[config.mk]
export PLATFORM = sky130hd
export DESIGN_NAME = ofc_top
export DESIGN_NICKNAME = d
export VERILOG_FILES = /design/src/rtl/ofc_pkg.sv /design/src/rtl/ofc_top.sv
export SDC_FILE = /design/constraint.sdc
export NUM_CORES = 1
export LEC_CHECK = 0
export BUFFER_PORTS_ARGS = -buffer_cell sky130_fd_sc_hd__buf_2
export CORE_UTILIZATION = 55
export CTS_BUF_LIST = sky130_fd_sc_hd__clkbuf_8 sky130_fd_sc_hd__clkbuf_16
export DETAILED_ROUTE_END_ITERATION = 10
export PLACE_DENSITY = 0.81
export REMOVE_ABC_BUFFERS = 1
export SLEW_MARGIN = 40
export SYNTH_ARGS = -nofsm -noshare
export SYNTH_HDL_FRONTEND = slang
export SYNTH_SLANG_ARGS = --single-unit
[constraint.sdc]
create_clock -name clk -period 5.7 [get_ports clk]
set_input_delay 0.285 -clock clk [delete_from_list [all_inputs] [get_ports clk]]
set_output_delay 0.285 -clock clk [all_outputs]
set_load 0.01 [all_outputs]
[src/rtl/ofc_pkg.sv]
// ofc_pkg: constants, types and the register map for the operand fork and cc store.
// assumes a single 125 MHz clock and an AXI4-Lite master reaching the registers.
// Operation
// - decode 3-bit source and destination mode fields into one-hot signals
// - destination fork gives 202-211 for mode zero, 110-117 otherwise
// - destination fork bits 4,5 zero; top two bits follow mode-zero decode
// - destination bit 3 set for nonzero modes, or floating class in mode zero
// - mode zero: pc gives 202/203, else 204/205, lower when odd-byte; float 211
// - nonzero modes: 110/111, 112/113, 114/115, 116/117, even when odd-byte set
// - mode-zero decode steers destination mux between its two input sets
// - plain exec class goes to 031 except negate and odd-byte right shifts
// - test/compare 033, subroutine call 034, jump 035, floating class 036
// - product 060, divide 061, shift 062, combined 063, odd right 064, mfp 066
// - negate disables execute mux, all ones, giving 067
// - second set forces bit 4 one; first set bit 4 one and bit 3 asserted
// - flags n z v c held in four low bits of status word
// - flags change only on explicit data operations, not address calculations
// - flags clocked only on data-op cycles, except when load select equals 2
// - unchanged flags reload their own value through generation logic
// - low status byte address forces flags directly from bus data buffer
// - operate op: ir bit 4 picks set or clear; only bits with ones change
// - ir set or clear suppresses the normal clocked flag load
// - bus data buffer load wins over a simultaneous clocked load
// - z held in two flops ored, both loaded together on direct loads
// - load select 0 leaves flags, 1 makes update instruction dependent
package ofc_pkg;
  // ************************************************************
  // register map (byte addresses)
  // ************************************************************
  localparam logic [3:0] REG_INSTR = 4'h0;
  localparam logic [3:0] REG_CTRL = 4'h4;
  localparam logic [3:0] REG_FORK = 4'h8;
  localparam logic [3:0] REG_FLAGS = 4'hC;
  localparam logic [1:0] RESP_OKAY = 2'h0;
  localparam logic [1:0] RESP_SLVERR = 2'h2;
  // ctrl register fields
  localparam int CTRL_LOAD_LSB = 0;   // cc_load_select, 3 bits
  localparam int CTRL_ODD = 3;        // odd_byte_select
  localparam int CTRL_PSLOW = 4;      // bus address hits low status byte
  localparam int CTRL_FLOAT = 5;      // floating class instruction
  localparam int CTRL_DATAOP = 6;     // cycle operates on data
  localparam int CTRL_DR0 = 7;        // odd byte for byte right shift
  localparam int CTRL_BUF_LSB = 8;    // bus_data_buffer low nibble
  localparam int CTRL_GEN_LSB = 12;   // generated n z v c data
  localparam int CTRL_GEN_EN_LSB = 16; // per-flag update enables
  localparam logic [2:0] CCL_NONE = 3'h0;
  localparam logic [2:0] CCL_INSDEP = 3'h1;
  localparam logic [2:0] CCL_INHIBIT = 3'h2;
  localparam logic [3:0] FLAGS_RST = 4'h0;
  // ************************************************************
  // microprogram fork addresses (octal in comments)
  // ************************************************************
  localparam logic [7:0] DF_PC_ODD = 8'h82;     // 202
  localparam logic [7:0] DF_PC_EVEN = 8'h83;    // 203
  localparam logic [7:0] DF_REG_ODD = 8'h84;    // 204
  localparam logic [7:0] DF_REG_EVEN = 8'h85;   // 205
  localparam logic [7:0] DF_FLOAT = 8'h89;      // 211
  localparam logic [7:0] DF_M12_ODD = 8'h48;    // 110
  localparam logic [7:0] DF_M3_ODD = 8'h4A;     // 112
  localparam logic [7:0] DF_M45_ODD = 8'h4C;    // 114
  localparam logic [7:0] DF_M67_ODD = 8'h4E;    // 116
  localparam logic [7:0] EF_EXEC = 8'h19;       // 031
  localparam logic [7:0] EF_TEST = 8'h1B;       // 033
  localparam logic [7:0] EF_CALL = 8'h1C;       // 034
  localparam logic [7:0] EF_JUMP = 8'h1D;       // 035
  localparam logic [7:0] EF_FLOAT = 8'h1E;      // 036
  localparam logic [7:0] EF_PRODUCT = 8'h30;    // 060
  localparam logic [7:0] EF_DIVIDE = 8'h31;     // 061
  localparam logic [7:0] EF_SHIFT = 8'h32;      // 062
  localparam logic [7:0] EF_SHIFTC = 8'h33;     // 063
  localparam logic [7:0] EF_ODDRIGHT = 8'h34;   // 064
  localparam logic [7:0] EF_MFP = 8'h36;        // 066
  localparam logic [7:0] EF_NEGATE = 8'h37;     // 067
  // instruction opcodes matched on the upper bits
  localparam logic [9:0] OP_NEG = 10'h02C;      // 0054
  localparam logic [9:0] OP_NEGB = 10'h22C;     // 1054
  localparam logic [9:0] OP_TST = 10'h02F;      // 0057
  localparam logic [9:0] OP_TSTB = 10'h22F;     // 1057
  localparam logic [9:0] OP_BYTE_ARITH_RIGHT_OP = 10'h232;     // 1062
  localparam logic [9:0] OP_BYTE_ROTATE_RIGHT_OP = 10'h230;     // 1060
  localparam logic [9:0] OP_JMP = 10'h001;      // 0001
  localparam logic [9:0] OP_MFP = 10'h035;      // 0065
  localparam logic [6:0] OP_JSR = 7'h04;        // 004R
  localparam logic [6:0] OP_MUL = 7'h38;        // 070R
  localparam logic [6:0] OP_DIV = 7'h39;        // 071R
  localparam logic [6:0] OP_ASH = 7'h3A;        // 072R
  localparam logic [6:0] OP_ARITH_SHIFT_COMBINED_OP = 7'h3B;       // 073R
  localparam logic [9:0] OP_CC_OPERATE_OP_HI = 10'h002;  // 0002xx
  // ************************************************************
  // carriers
  // ************************************************************
  typedef struct packed {
    logic [7:0] src_mode;
    logic [7:0] dst_mode;
  } ofc_modes_s;
  typedef struct packed {
    logic n;
    logic z1;
    logic z2;
    logic v;
    logic c;
  } ofc_flags_s;
  typedef enum logic [1:0] {
    BUS_IDLE = 2'b00,
    BUS_WRESP = 2'b01,
    BUS_RDATA = 2'b10
  } ofc_bus_e;
endpackage

[src/rtl/ofc_top.sv]
// ofc_top: operand fork decode and condition-code store behind an AXI4-Lite slave.
// assumes one clock, synchronous active-high reset, master holds payload until taken.
//
// Design decisions made here: the AXI4-Lite slave port and the register addresses.
`timescale 1ns/1ps
`default_nettype none
module ofc_top (
  input wire logic clk,
  input wire logic srst,
  input wire logic [3:0] s_awaddr,
  input wire logic s_awvalid,
  output logic s_awready,
  input wire logic [31:0] s_wdata,
  input wire logic [3:0] s_wstrb,
  input wire logic s_wvalid,
  output logic s_wready,
  output logic [1:0] s_bresp,
  output logic s_bvalid,
  input wire logic s_bready,
  input wire logic [3:0] s_araddr,
  input wire logic s_arvalid,
  output logic s_arready,
  output logic [31:0] s_rdata,
  output logic [1:0] s_rresp,
  output logic s_rvalid,
  input wire logic s_rready,
  output logic [7:0] dest_fork_q,
  output logic [7:0] exec_fork_q,
  output logic [3:0] proc_status_word_q
);
  // ************************************************************
  // software-visible state
  // ************************************************************
  logic [15:0] instr_reg_q;
  logic [19:0] ctrl_q;
  logic ctrl_wr;
  ofc_pkg::ofc_flags_s flags_q;
  ofc_pkg::ofc_modes_s modes;
  logic [7:0] dest_fork_d;
  logic [7:0] exec_fork_d;
  logic [2:0] cc_load_select;
  logic odd_byte_select;
  logic [3:0] bus_data_buffer;
  logic dest_is_pc;
  logic dest_mode_is_zero;
  logic dest_mode_one_two;
  logic dest_mode_three;
  logic dest_mode_four_five;
  logic dest_mode_six_seven;
  logic is_float;
  logic twos_complement_op;
  logic byte_arith_right_op;
  logic byte_rotate_right_op;
  logic product_op;
  logic divide_op;
  logic arith_shift_op;
  logic arith_shift_combined_op;
  logic move_from_prev_space;
  logic subroutine_call_op;
  logic jump_op;
  logic test_op;
  logic compare_op;
  logic odd_right;
  logic cc_operate_op;

  assign cc_load_select = ctrl_q[ofc_pkg::CTRL_LOAD_LSB +: 3];
  assign odd_byte_select = ctrl_q[ofc_pkg::CTRL_ODD];
  assign bus_data_buffer = ctrl_q[ofc_pkg::CTRL_BUF_LSB +: 4];
  assign is_float = ctrl_q[ofc_pkg::CTRL_FLOAT];

  // ************************************************************
  // mode decode
  // ************************************************************
  // one-hot mode decode
  genvar gi;
  generate
    for (gi = 0; gi < 8; gi++) begin : g_mode
      assign modes.src_mode[gi] = (instr_reg_q[11:9] == 3'(gi));
      assign modes.dst_mode[gi] = (instr_reg_q[5:3] == 3'(gi));
    end
  endgenerate
  assign dest_mode_is_zero = modes.dst_mode[0];
  assign dest_mode_one_two = modes.dst_mode[1] | modes.dst_mode[2];
  assign dest_mode_three = modes.dst_mode[3];
  assign dest_mode_four_five = modes.dst_mode[4] | modes.dst_mode[5];
  assign dest_mode_six_seven = modes.dst_mode[6] | modes.dst_mode[7];
  assign dest_is_pc = (instr_reg_q[2:0] == 3'h7);

  // opcode group decode
  assign twos_complement_op = (instr_reg_q[15:6] == ofc_pkg::OP_NEG) |
                              (instr_reg_q[15:6] == ofc_pkg::OP_NEGB);
  assign byte_arith_right_op = (instr_reg_q[15:6] == ofc_pkg::OP_BYTE_ARITH_RIGHT_OP);
  assign byte_rotate_right_op = (instr_reg_q[15:6] == ofc_pkg::OP_BYTE_ROTATE_RIGHT_OP);
  assign product_op = (instr_reg_q[15:9] == ofc_pkg::OP_MUL);
  assign divide_op = (instr_reg_q[15:9] == ofc_pkg::OP_DIV);
  assign arith_shift_op = (instr_reg_q[15:9] == ofc_pkg::OP_ASH);
  assign arith_shift_combined_op = (instr_reg_q[15:9] == ofc_pkg::OP_ARITH_SHIFT_COMBINED_OP);
  assign move_from_prev_space = (instr_reg_q[15:6] == ofc_pkg::OP_MFP);
  assign subroutine_call_op = (instr_reg_q[15:9] == ofc_pkg::OP_JSR);
  assign jump_op = (instr_reg_q[15:6] == ofc_pkg::OP_JMP);
  assign test_op = (instr_reg_q[15:6] == ofc_pkg::OP_TST) |
                   (instr_reg_q[15:6] == ofc_pkg::OP_TSTB);
  // compare and mask-test word or byte: opcode x2 and x3 in bits 14:12
  assign compare_op = (instr_reg_q[14:12] == 3'h2) | (instr_reg_q[14:12] == 3'h3);
  assign odd_right = (byte_arith_right_op | byte_rotate_right_op) & ctrl_q[ofc_pkg::CTRL_DR0];
  assign cc_operate_op = (instr_reg_q[15:6] == ofc_pkg::OP_CC_OPERATE_OP_HI) &
                         (instr_reg_q[5] == 1'b1);

  // ************************************************************
  // destination fork
  // ************************************************************
  // combinational from instruction and status, registered only at the port
  always_comb begin
    dest_fork_d = 8'h00;
    if (dest_mode_is_zero) begin
      if (is_float) begin
        dest_fork_d = ofc_pkg::DF_FLOAT;
      end else if (dest_is_pc) begin
        dest_fork_d = odd_byte_select ? ofc_pkg::DF_PC_ODD : ofc_pkg::DF_PC_EVEN;
      end else begin
        dest_fork_d = odd_byte_select ? ofc_pkg::DF_REG_ODD : ofc_pkg::DF_REG_EVEN;
      end
    end else begin
      // nonzero mode targets, even when odd-byte
      if (dest_mode_one_two) begin
        dest_fork_d = ofc_pkg::DF_M12_ODD;
      end else if (dest_mode_three) begin
        dest_fork_d = ofc_pkg::DF_M3_ODD;
      end else if (dest_mode_four_five) begin
        dest_fork_d = ofc_pkg::DF_M45_ODD;
      end else if (dest_mode_six_seven) begin
        dest_fork_d = ofc_pkg::DF_M67_ODD;
      end
      dest_fork_d[0] = ~odd_byte_select;
    end
    // bits 4,5 zero, top bits from decode
    dest_fork_d[5:4] = 2'b00;
    dest_fork_d[7] = dest_mode_is_zero;
    dest_fork_d[6] = ~dest_mode_is_zero;
    dest_fork_d[3] = ~dest_mode_is_zero | is_float;
    // range 202-211 or 110-117 follows from the above
  end

  // ************************************************************
  // execute fork
  // ************************************************************
  always_comb begin
    exec_fork_d = ofc_pkg::EF_EXEC;
    if (twos_complement_op) begin
      exec_fork_d = ofc_pkg::EF_NEGATE;
    end else if (product_op) begin
      exec_fork_d = ofc_pkg::EF_PRODUCT;
    end else if (divide_op) begin
      exec_fork_d = ofc_pkg::EF_DIVIDE;
    end else if (arith_shift_op) begin
      exec_fork_d = ofc_pkg::EF_SHIFT;
    end else if (arith_shift_combined_op) begin
      exec_fork_d = ofc_pkg::EF_SHIFTC;
    end else if (odd_right) begin
      exec_fork_d = ofc_pkg::EF_ODDRIGHT;
    end else if (move_from_prev_space) begin
      exec_fork_d = ofc_pkg::EF_MFP;
    end else if (is_float) begin
      exec_fork_d = ofc_pkg::EF_FLOAT;
    end else if (subroutine_call_op) begin
      exec_fork_d = ofc_pkg::EF_CALL;
    end else if (jump_op) begin
      exec_fork_d = ofc_pkg::EF_JUMP;
    end else if (test_op | compare_op) begin
      exec_fork_d = ofc_pkg::EF_TEST;
    end else begin
      exec_fork_d = ofc_pkg::EF_EXEC;
    end
    // bit 4 and bit 3 by input set
    if (!twos_complement_op) begin
      exec_fork_d[4] = (exec_fork_d[5:4] == 2'b11);
      exec_fork_d[3] = (exec_fork_d[5:4] != 2'b11);
      exec_fork_d[4] = exec_fork_d[4] | exec_fork_d[3];
    end
  end

  // fork ports are flopped so the outputs come straight from flip-flops
  always_ff @(posedge clk) begin
    if (srst) begin
      dest_fork_q <= 8'h00;
      exec_fork_q <= 8'h00;
    end else begin
      dest_fork_q <= dest_fork_d;
      exec_fork_q <= exec_fork_d;
    end
  end

  // ************************************************************
  // condition-code store
  // ************************************************************
  logic [3:0] gen_data;
  logic [3:0] gen_en;
  logic clocked_load;
  logic ir_load;
  logic [3:0] ir_mask;
  logic [3:0] load_val;
  assign gen_data = ctrl_q[ofc_pkg::CTRL_GEN_LSB +: 4];
  assign gen_en = ctrl_q[ofc_pkg::CTRL_GEN_EN_LSB +: 4];
  assign ir_mask = instr_reg_q[3:0];
  // operate op only when load select asks ir set/clear
  assign ir_load = cc_operate_op & (cc_load_select == ofc_pkg::CCL_INHIBIT);
  // clock inhibited by select 2 or ir load; data ops only
  assign clocked_load = (cc_load_select != ofc_pkg::CCL_INHIBIT) & ~ir_load &
                        ctrl_q[ofc_pkg::CTRL_DATAOP];

  always_comb begin
    load_val = {flags_q.n, flags_q.z1 | flags_q.z2, flags_q.v, flags_q.c};
    if (cc_load_select == ofc_pkg::CCL_INSDEP) begin
      load_val = (gen_data & gen_en) | (load_val & ~gen_en);
    end else if (cc_load_select != ofc_pkg::CCL_NONE) begin
      load_val = gen_data;
    end
  end

  always_ff @(posedge clk) begin
    if (srst) begin
      flags_q <= '0;
    // bus buffer load wins, both z flops together
    end else if (ctrl_q[ofc_pkg::CTRL_PSLOW]) begin
      flags_q <= {bus_data_buffer[3], bus_data_buffer[2], bus_data_buffer[2],
                  bus_data_buffer[1], bus_data_buffer[0]};
    end else if (ir_load) begin
      if (instr_reg_q[4]) begin
        flags_q.n <= flags_q.n | ir_mask[3];
        flags_q.z1 <= ir_mask[2] ? 1'b1 : flags_q.z1;
        flags_q.z2 <= ir_mask[2] ? 1'b1 : flags_q.z2;
        flags_q.v <= flags_q.v | ir_mask[1];
        flags_q.c <= flags_q.c | ir_mask[0];
      end else begin
        flags_q.n <= flags_q.n & ~ir_mask[3];
        flags_q.z1 <= flags_q.z1 & ~ir_mask[2];
        flags_q.z2 <= flags_q.z2 & ~ir_mask[2];
        flags_q.v <= flags_q.v & ~ir_mask[1];
        flags_q.c <= flags_q.c & ~ir_mask[0];
      end
    end else if (clocked_load) begin
      // second z flop gets the same data; split only saves an or stage
      flags_q <= {load_val[3], load_val[2], load_val[2], load_val[1], load_val[0]};
    end
  end

  // flags in low four status bits
  always_ff @(posedge clk) begin
    if (srst) begin
      proc_status_word_q <= ofc_pkg::FLAGS_RST;
    end else begin
      proc_status_word_q <= {flags_q.n, flags_q.z1 | flags_q.z2, flags_q.v, flags_q.c};
    end
  end

  // ************************************************************
  // axi4-lite slave
  // ************************************************************
  ofc_pkg::ofc_bus_e wst_q;
  logic aw_got_q;
  logic w_got_q;
  logic [3:0] awaddr_q;
  logic [31:0] wdata_q;
  logic [3:0] wstrb_q;
  logic [31:0] rd_mux;
  logic [31:0] wmask;
  logic wr_hit;

  // address and data may arrive in either order; each is held until both are in
  always_ff @(posedge clk) begin
    if (srst) begin
      aw_got_q <= 1'b0;
      w_got_q <= 1'b0;
      awaddr_q <= 4'h0;
      wdata_q <= 32'h0;
      wstrb_q <= 4'h0;
      s_bvalid <= 1'b0;
      s_bresp <= ofc_pkg::RESP_OKAY;
      wst_q <= ofc_pkg::BUS_IDLE;
    end else begin
      case (wst_q)
        ofc_pkg::BUS_IDLE: begin
          if (s_awvalid && s_awready) begin
            aw_got_q <= 1'b1;
            awaddr_q <= s_awaddr;
          end
          if (s_wvalid && s_wready) begin
            w_got_q <= 1'b1;
            wdata_q <= s_wdata;
            wstrb_q <= s_wstrb;
          end
          if (aw_got_q && w_got_q) begin
            s_bvalid <= 1'b1;
            s_bresp <= wr_hit ? ofc_pkg::RESP_OKAY : ofc_pkg::RESP_SLVERR;
            wst_q <= ofc_pkg::BUS_WRESP;
          end
        end
        ofc_pkg::BUS_WRESP: begin
          if (s_bready) begin
            s_bvalid <= 1'b0;
            aw_got_q <= 1'b0;
            w_got_q <= 1'b0;
            wst_q <= ofc_pkg::BUS_IDLE;
          end
        end
        default: begin
          wst_q <= ofc_pkg::BUS_IDLE;
        end
      endcase
    end
  end

  // ready is a register so the slave never looks at valid combinationally
  always_ff @(posedge clk) begin
    if (srst) begin
      s_awready <= 1'b0;
      s_wready <= 1'b0;
    end else begin
      s_awready <= (wst_q == ofc_pkg::BUS_IDLE) & ~aw_got_q & ~(s_awvalid & s_awready);
      s_wready <= (wst_q == ofc_pkg::BUS_IDLE) & ~w_got_q & ~(s_wvalid & s_wready);
    end
  end

  assign wr_hit = (awaddr_q == ofc_pkg::REG_INSTR) | (awaddr_q == ofc_pkg::REG_CTRL);
  assign ctrl_wr = (wst_q == ofc_pkg::BUS_IDLE) & aw_got_q & w_got_q;
  always_comb begin
    wmask = {{8{wstrb_q[3]}}, {8{wstrb_q[2]}}, {8{wstrb_q[1]}}, {8{wstrb_q[0]}}};
  end

  // register writes apply in the cycle bvalid rises
  always_ff @(posedge clk) begin
    if (srst) begin
      instr_reg_q <= 16'h0000;
      ctrl_q <= 20'h00000;
    end else if (ctrl_wr) begin
      if (awaddr_q == ofc_pkg::REG_INSTR) begin
        instr_reg_q <= (wdata_q[15:0] & wmask[15:0]) | (instr_reg_q & ~wmask[15:0]);
      end
      if (awaddr_q == ofc_pkg::REG_CTRL) begin
        ctrl_q <= (wdata_q[19:0] & wmask[19:0]) | (ctrl_q & ~wmask[19:0]);
      end
    end
  end

  always_comb begin
    rd_mux = 32'h0;
    case (s_araddr)
      ofc_pkg::REG_INSTR: rd_mux = {16'h0000, instr_reg_q};
      ofc_pkg::REG_CTRL: rd_mux = {12'h000, ctrl_q};
      ofc_pkg::REG_FORK: rd_mux = {16'h0000, exec_fork_q, dest_fork_q};
      ofc_pkg::REG_FLAGS: rd_mux = {27'h0, flags_q};
      default: rd_mux = 32'h0;
    endcase
  end

  // one read at a time; arready drops while rvalid waits
  always_ff @(posedge clk) begin
    if (srst) begin
      s_arready <= 1'b0;
      s_rvalid <= 1'b0;
      s_rdata <= 32'h0;
      s_rresp <= ofc_pkg::RESP_OKAY;
    end else if (s_rvalid) begin
      if (s_rready) begin
        s_rvalid <= 1'b0;
      end
    end else if (s_arvalid && s_arready) begin
      s_arready <= 1'b0;
      s_rvalid <= 1'b1;
      s_rdata <= rd_mux;
      s_rresp <= (s_araddr[1:0] == 2'b00) ? ofc_pkg::RESP_OKAY : ofc_pkg::RESP_SLVERR;
    end else begin
      s_arready <= 1'b1;
    end
  end
endmodule
`default_nettype wire

# Word-level counts from Yosys, hierarchy flattened
# Index checks and enable logic that the tools add are counted.
dict set report classes {
  shifts 0
  n_mux 45
  n_bitwise 57
  n_reduce_logical 26
  mul 0
  add_sub_neg 0
  n_eq_ne 39
  order_cmp 0
  n_div 0
}
# op count
set op_table {}
lappend op_table {{20-bit one-hot mux with 4 select lines} 1}
lappend op_table {{6-bit two-way mux} 7}
lappend op_table {{20-bit bitwise AND} 2}
lappend op_table {{10-bit equality test (second input constant)} 4}
lappend op_table {{16-bit bitwise AND} 2}
lappend op_table {{10-bit by 6-bit equality test with 1-bit output (second input constant)} 3}
lappend op_table {{3-bit two-way mux} 10}
lappend op_table {{7-bit by 6-bit equality test with 1-bit output (second input constant)} 4}
lappend op_table {{5-bit two-way mux} 4}
lappend op_table {{20-bit inverter} 1}
lappend op_table {{20-bit OR} 1}
lappend op_table {{1-bit bitwise AND} 18}
lappend op_table {{2-bit AND reduction} 9}
lappend op_table {{16-bit inverter} 1}
lappend op_table {{16-bit OR} 1}
lappend op_table {{3-bit by 2-bit equality test with 1-bit output (second input constant)} 5}
lappend op_table {{3-bit equality test (second input constant)} 5}
lappend op_table {{1-bit OR} 15}
lappend op_table {{2-bit two-way mux} 6}
lappend op_table {{1-bit inverter} 12}
lappend op_table {{1-bit two-way mux} 11}
lappend op_table {{11-bit OR reduction} 1}
lappend op_table {{10-bit by 1-bit equality test with 1-bit output (second input constant)} 1}
lappend op_table {{10-bit by 2-bit equality test with 1-bit output (second input constant)} 1}
lappend op_table {{23 further kinds} 42}
dict set report word_totals {
  inputBits 51
  latchBits 0
  ff_bits 133
  ram_bits 0
  memories 0
  mem_bits_ro 0
  out_inout_bits 61
}

# Depth between registers and ports, before layout
dict set report depth {
  word_depth 18
  ltp_mapped 7
  ltp_nobuf 5
}

# Least setup slack after synthesis
# OpenSTA, ideal clock, no wires.
dict set report synth_path {
  path_type {flip-flop to flip-flop}
  start {register s_bvalid}
  end {register (tool-made name)}
  path_slack_ps 3800
  stages_incl_launch_ff 6
  t_arrival_ps 1773
  setup_ps 128
  path_buffers 0
  required_ps 5572
  path_cell_list {dfxtp_1 > nand3b_1 > nor4_1 > nand3_2 > mux2i_1 > nor2_1}
}
# element line_no
set synth_lines {}
lappend synth_lines {{from (decl)} ofc_top.sv:18} ;# output logic s_bvalid,
lappend synth_lines {{from (signal assigned)} ofc_top.sv:277} ;# s_bvalid <= 1'b0;
lappend synth_lines {{from (signal assigned)} ofc_top.sv:293} ;# s_bvalid <= 1'b1;
lappend synth_lines {{from (signal assigned)} ofc_top.sv:300} ;# s_bvalid <= 1'b0;

==> reports/results.ini <==
[pwr]
p_switching_uw=402
ir_drop_mv=0.190
p_clk_frac=0.501
power.internal_mw=1.43
p_seq_frac=0.449
leakagePower_nw=2.60
switching_share=0.220
p_comb_frac=0.049
power_density_nw_per_um2=320

[sta]
relSlewSlack=0.548
worst_slew_pin_slew_ps=673
setup_ws_ps=3340
fmax_ghz=0.424
finalHoldViolations=0
rsz0062_at_grt=false
finalCritPeriodShare=0.414
final.setup.tns_ps=0
worst_clock_skew_ps=6.82
post-route-min-period_ps=2360
slew_viol_final=0
setup_viol=0

[final_layout]
fillCellCount=674
fin_nets=650
syn_to_final_growth_pct=20.7
final_cells=714
drive_gt1_frac=0.202
num_antenna_cells=0
seqCellArea_um2=2260
multi_input_area_um2=2250

[logic_synthesis]
synthMuxAreaShare=0.129
synth.yosys.seq_area_share=0.478
synth_area_um2=4730
synthFlopType=dfxtp_1
yosysTopAreaCellShare=0.478
synth-seq-cells=113
yosys.area.top_type=dfxtp_1
async_flop_share=0
synth_xor_area_frac=0.00185
synth_compound_area_frac=0.129
ys_types=51
ys_warn_count=0
synthSimpleGateAreaFrac=0.198
ys_top_cells_by_area=dfxtp_1 (48%), mux2i_1 (11%), nand2_1 (6.0%), nor2_1 (4.9%), a21oi_1 (4.4%)
synth_edf_count=0
synth_top_family_by_area=simple AND/OR/NAND/NOR gates
syn_area_per_cell_um2=9.06
synth_fa_ha_area_frac=0
syn-instance-count=522

[clock_network]
postCtsSetupBuffers=0
clk_latency_ps=520
clockRootBuffer=clkbuf_8
clk_pin_slew_worst_paths_ps=60
clock_tree.buffer_depth=2
htree_levels=4
ctsResizeCount=0
tritoncts=yes
cts_buffers=17
cts_sinks=113

[grt]
grt_usage=0.263
grt_pass1_wl_mm=17.9
grt_max_degree=68
grt_pass1_vias=3627
antenna_found_initial=0
overflow=0

[critical_path]
max_stage_delay_ps=570
worst-r2r-setup-slack_ps=3340
crit_fanout=13
slowest_stage=or3b_2
crit_type=reg2reg
worst-path-buf-inv=0
critPathRequiredTime_ps=6120
worst_path_most_repeated_cell=a311oi_1
path_cells=or3b_2 > nor4_4 > a311oi_1 > nor2b_1 > a311oi_1
path_delay_family=simple AND/OR/NAND/NOR gates
crit_path_start_kind=register
crit_arrival_ps=2780
crit_path_end_kind=register
ff2ff_path_depth=5

[status]
outcome=completed

[floorplan]
die_y_um=94.7
die-area_um2=8980
start_util=0.573
dieWidth_um=94.7
row_count=33
fp.coreArea_um2=8260
ioPinCount=112

[routing]
drt-initial-drc-count=235
postRouteAntennaNets=0
viasPerCell=5.62
drt_first_pass_iters=6
vias=4011
drc=0
wirelength_mm=11.3
wl_per_cell_um=15.8

[hold_path]
hp-class=in2reg
hold_path_depth=3
hold-path-endpoint=awaddr_q[0]$_SDFFE_PP0P_
worstHoldStart=s_awaddr[0]

[placed_design]
dp_cells=674
dp_hpwl_mm=7.63
gp_congestion=0.901
dpl_worst_slack_ps=3450
portBuffers=80

[flow_run]
drv_cap=0

==> cell usage in the layout (no fill, tap or decap), types with 3 or more instances in the layout <==
cell type	n
dfxtp_1	113
buf_2	80
nand2_1	75
nor2_1	62
mux2i_1	51
a21oi_1	42
conb_1	18
clkbuf_16	16
o21ai_0	14
dlygate4sd3_1	11
inv_1	10
nand3b_1	9
nor2b_1	8
a22o_1	8
nand3_1	7
nor3_1	6
o21a_1	6
a311oi_1	6
a31oi_1	5
clkinv_2	5
mux4_2	4
nand3_2	3
o31ai_1	3
nand4_1	3
nand2b_1	3
clkbuf_8	3
==> tightest hold or removal path, cell delays in order <==
cell     delay (ps)
buf_2            70
mux2i_1          50
nor2_1           70
==> through the flow <==
step / total power [mW] / instance area (um^2) / util / hold slack (ps)
floorplan: 0.876 / 4520 / - / 354
global placement: 0.916 / 5060 / 0.613 / 434
detailed placement: 0.920 / 5070 / 0.614 / 442
CTS: 1.83 / 5700 / 0.690 / 0.0148
global route: 1.88 / 5710 / 0.691 / 6.42
finish: 1.83 / 5710 / 0.691 / 1.10
==> final cells by class <==
| class | instances | share of cell area |
|---|---|---|
| multi-input combinational | 368 | 0.395 |
| sequential | 113 | 0.396 |
| clock buffer | 19 | 0.0774 |
| clock inverter | 10 | 0.0129 |
| inverter | 7 | 0.00460 |
| timing repair buffer | 92 | 0.0907 |
| tap | 105 | 0.0230 |
==> per-layer routing <==
layer  part of all wire  up-vias  GRT usage
met5                  0        -          0
met4              0.017        0      0.104
met3              0.068       22     0.0733
met2               0.47      175      0.428
met1               0.44     1870      0.328
li1                   -     1944          -
==> Yosys cell counts, types with 2 or more instances <==
master     instances
o31ai_1            3
buf_4             18
mux2i_1           51
dfxtp_1          113
nor3b_1            2
nand2b_1           3
nand3_1            8
nand3_2            2
a31oi_1            5
a311oi_1           6
nor2b_1            8
o21a_1             6
or4_4              2
clkbuf_1          26
a22o_1             8
o21ai_0           14
nor2_1            62
nand3b_1           9
nor3_1             6
mux4_2             4
inv_1              7
buf_1              3
a311o_1            2
nor4_1             4
buf_2              3
nand4b_1           2
a21oi_1           42
a22oi_1            2
nand4_1            3
and2_1             2
nand2_1           75
a2111oi_0          2
==> how the worst max path moves through the flow <==
stage | start | endpoint | slack (ps) | cells after the start
final | register | register | 3340 | 5
after global routing | register | register | 3260 | 5
after CTS | register | register | 3380 | 5
after detailed placement | register | register | 3450 | 5
after global placement | s_bvalid$_SDFFE_PP0P_ | register | 3220 | 5
after floorplan | s_bvalid$_SDFFE_PP0P_ | register | 3610 | 5
==> power groups by stage <==
stage | Clock (mW) | Sequential, mW | Combinational, mW
5_1_grt | 0.960 | 0.822 | 0.101
3_3_place_gp | 0 | 0.835 | 0.0813
3_5_place_dp | 0 | 0.836 | 0.0834
4_1_cts | 0.920 | 0.820 | 0.0895
2_1_floorplan | 0 | 0.836 | 0.0398
6_report | 0.916 | 0.821 | 0.0898
==> kinds of logic (layout without fill, tap and decap cells) <==
kind of cell              count (synthesis)  after routing
DFF                                     113            113
and+or+nand+nor                         196            196
xor gates and xnor gates                  1              1
muxes                                    56             56
buffers and inverters                    58            128
other                                     1             18
AOI/OAI and AO/OA                        97             97
==> what timing repair did <==
action | CTS | global route
hold buffers | 11 | 0
hold endpoints to repair | 11 | 0
endpoints found under the setup margin | 0 | 0
(Power assumes the default switching activity.)
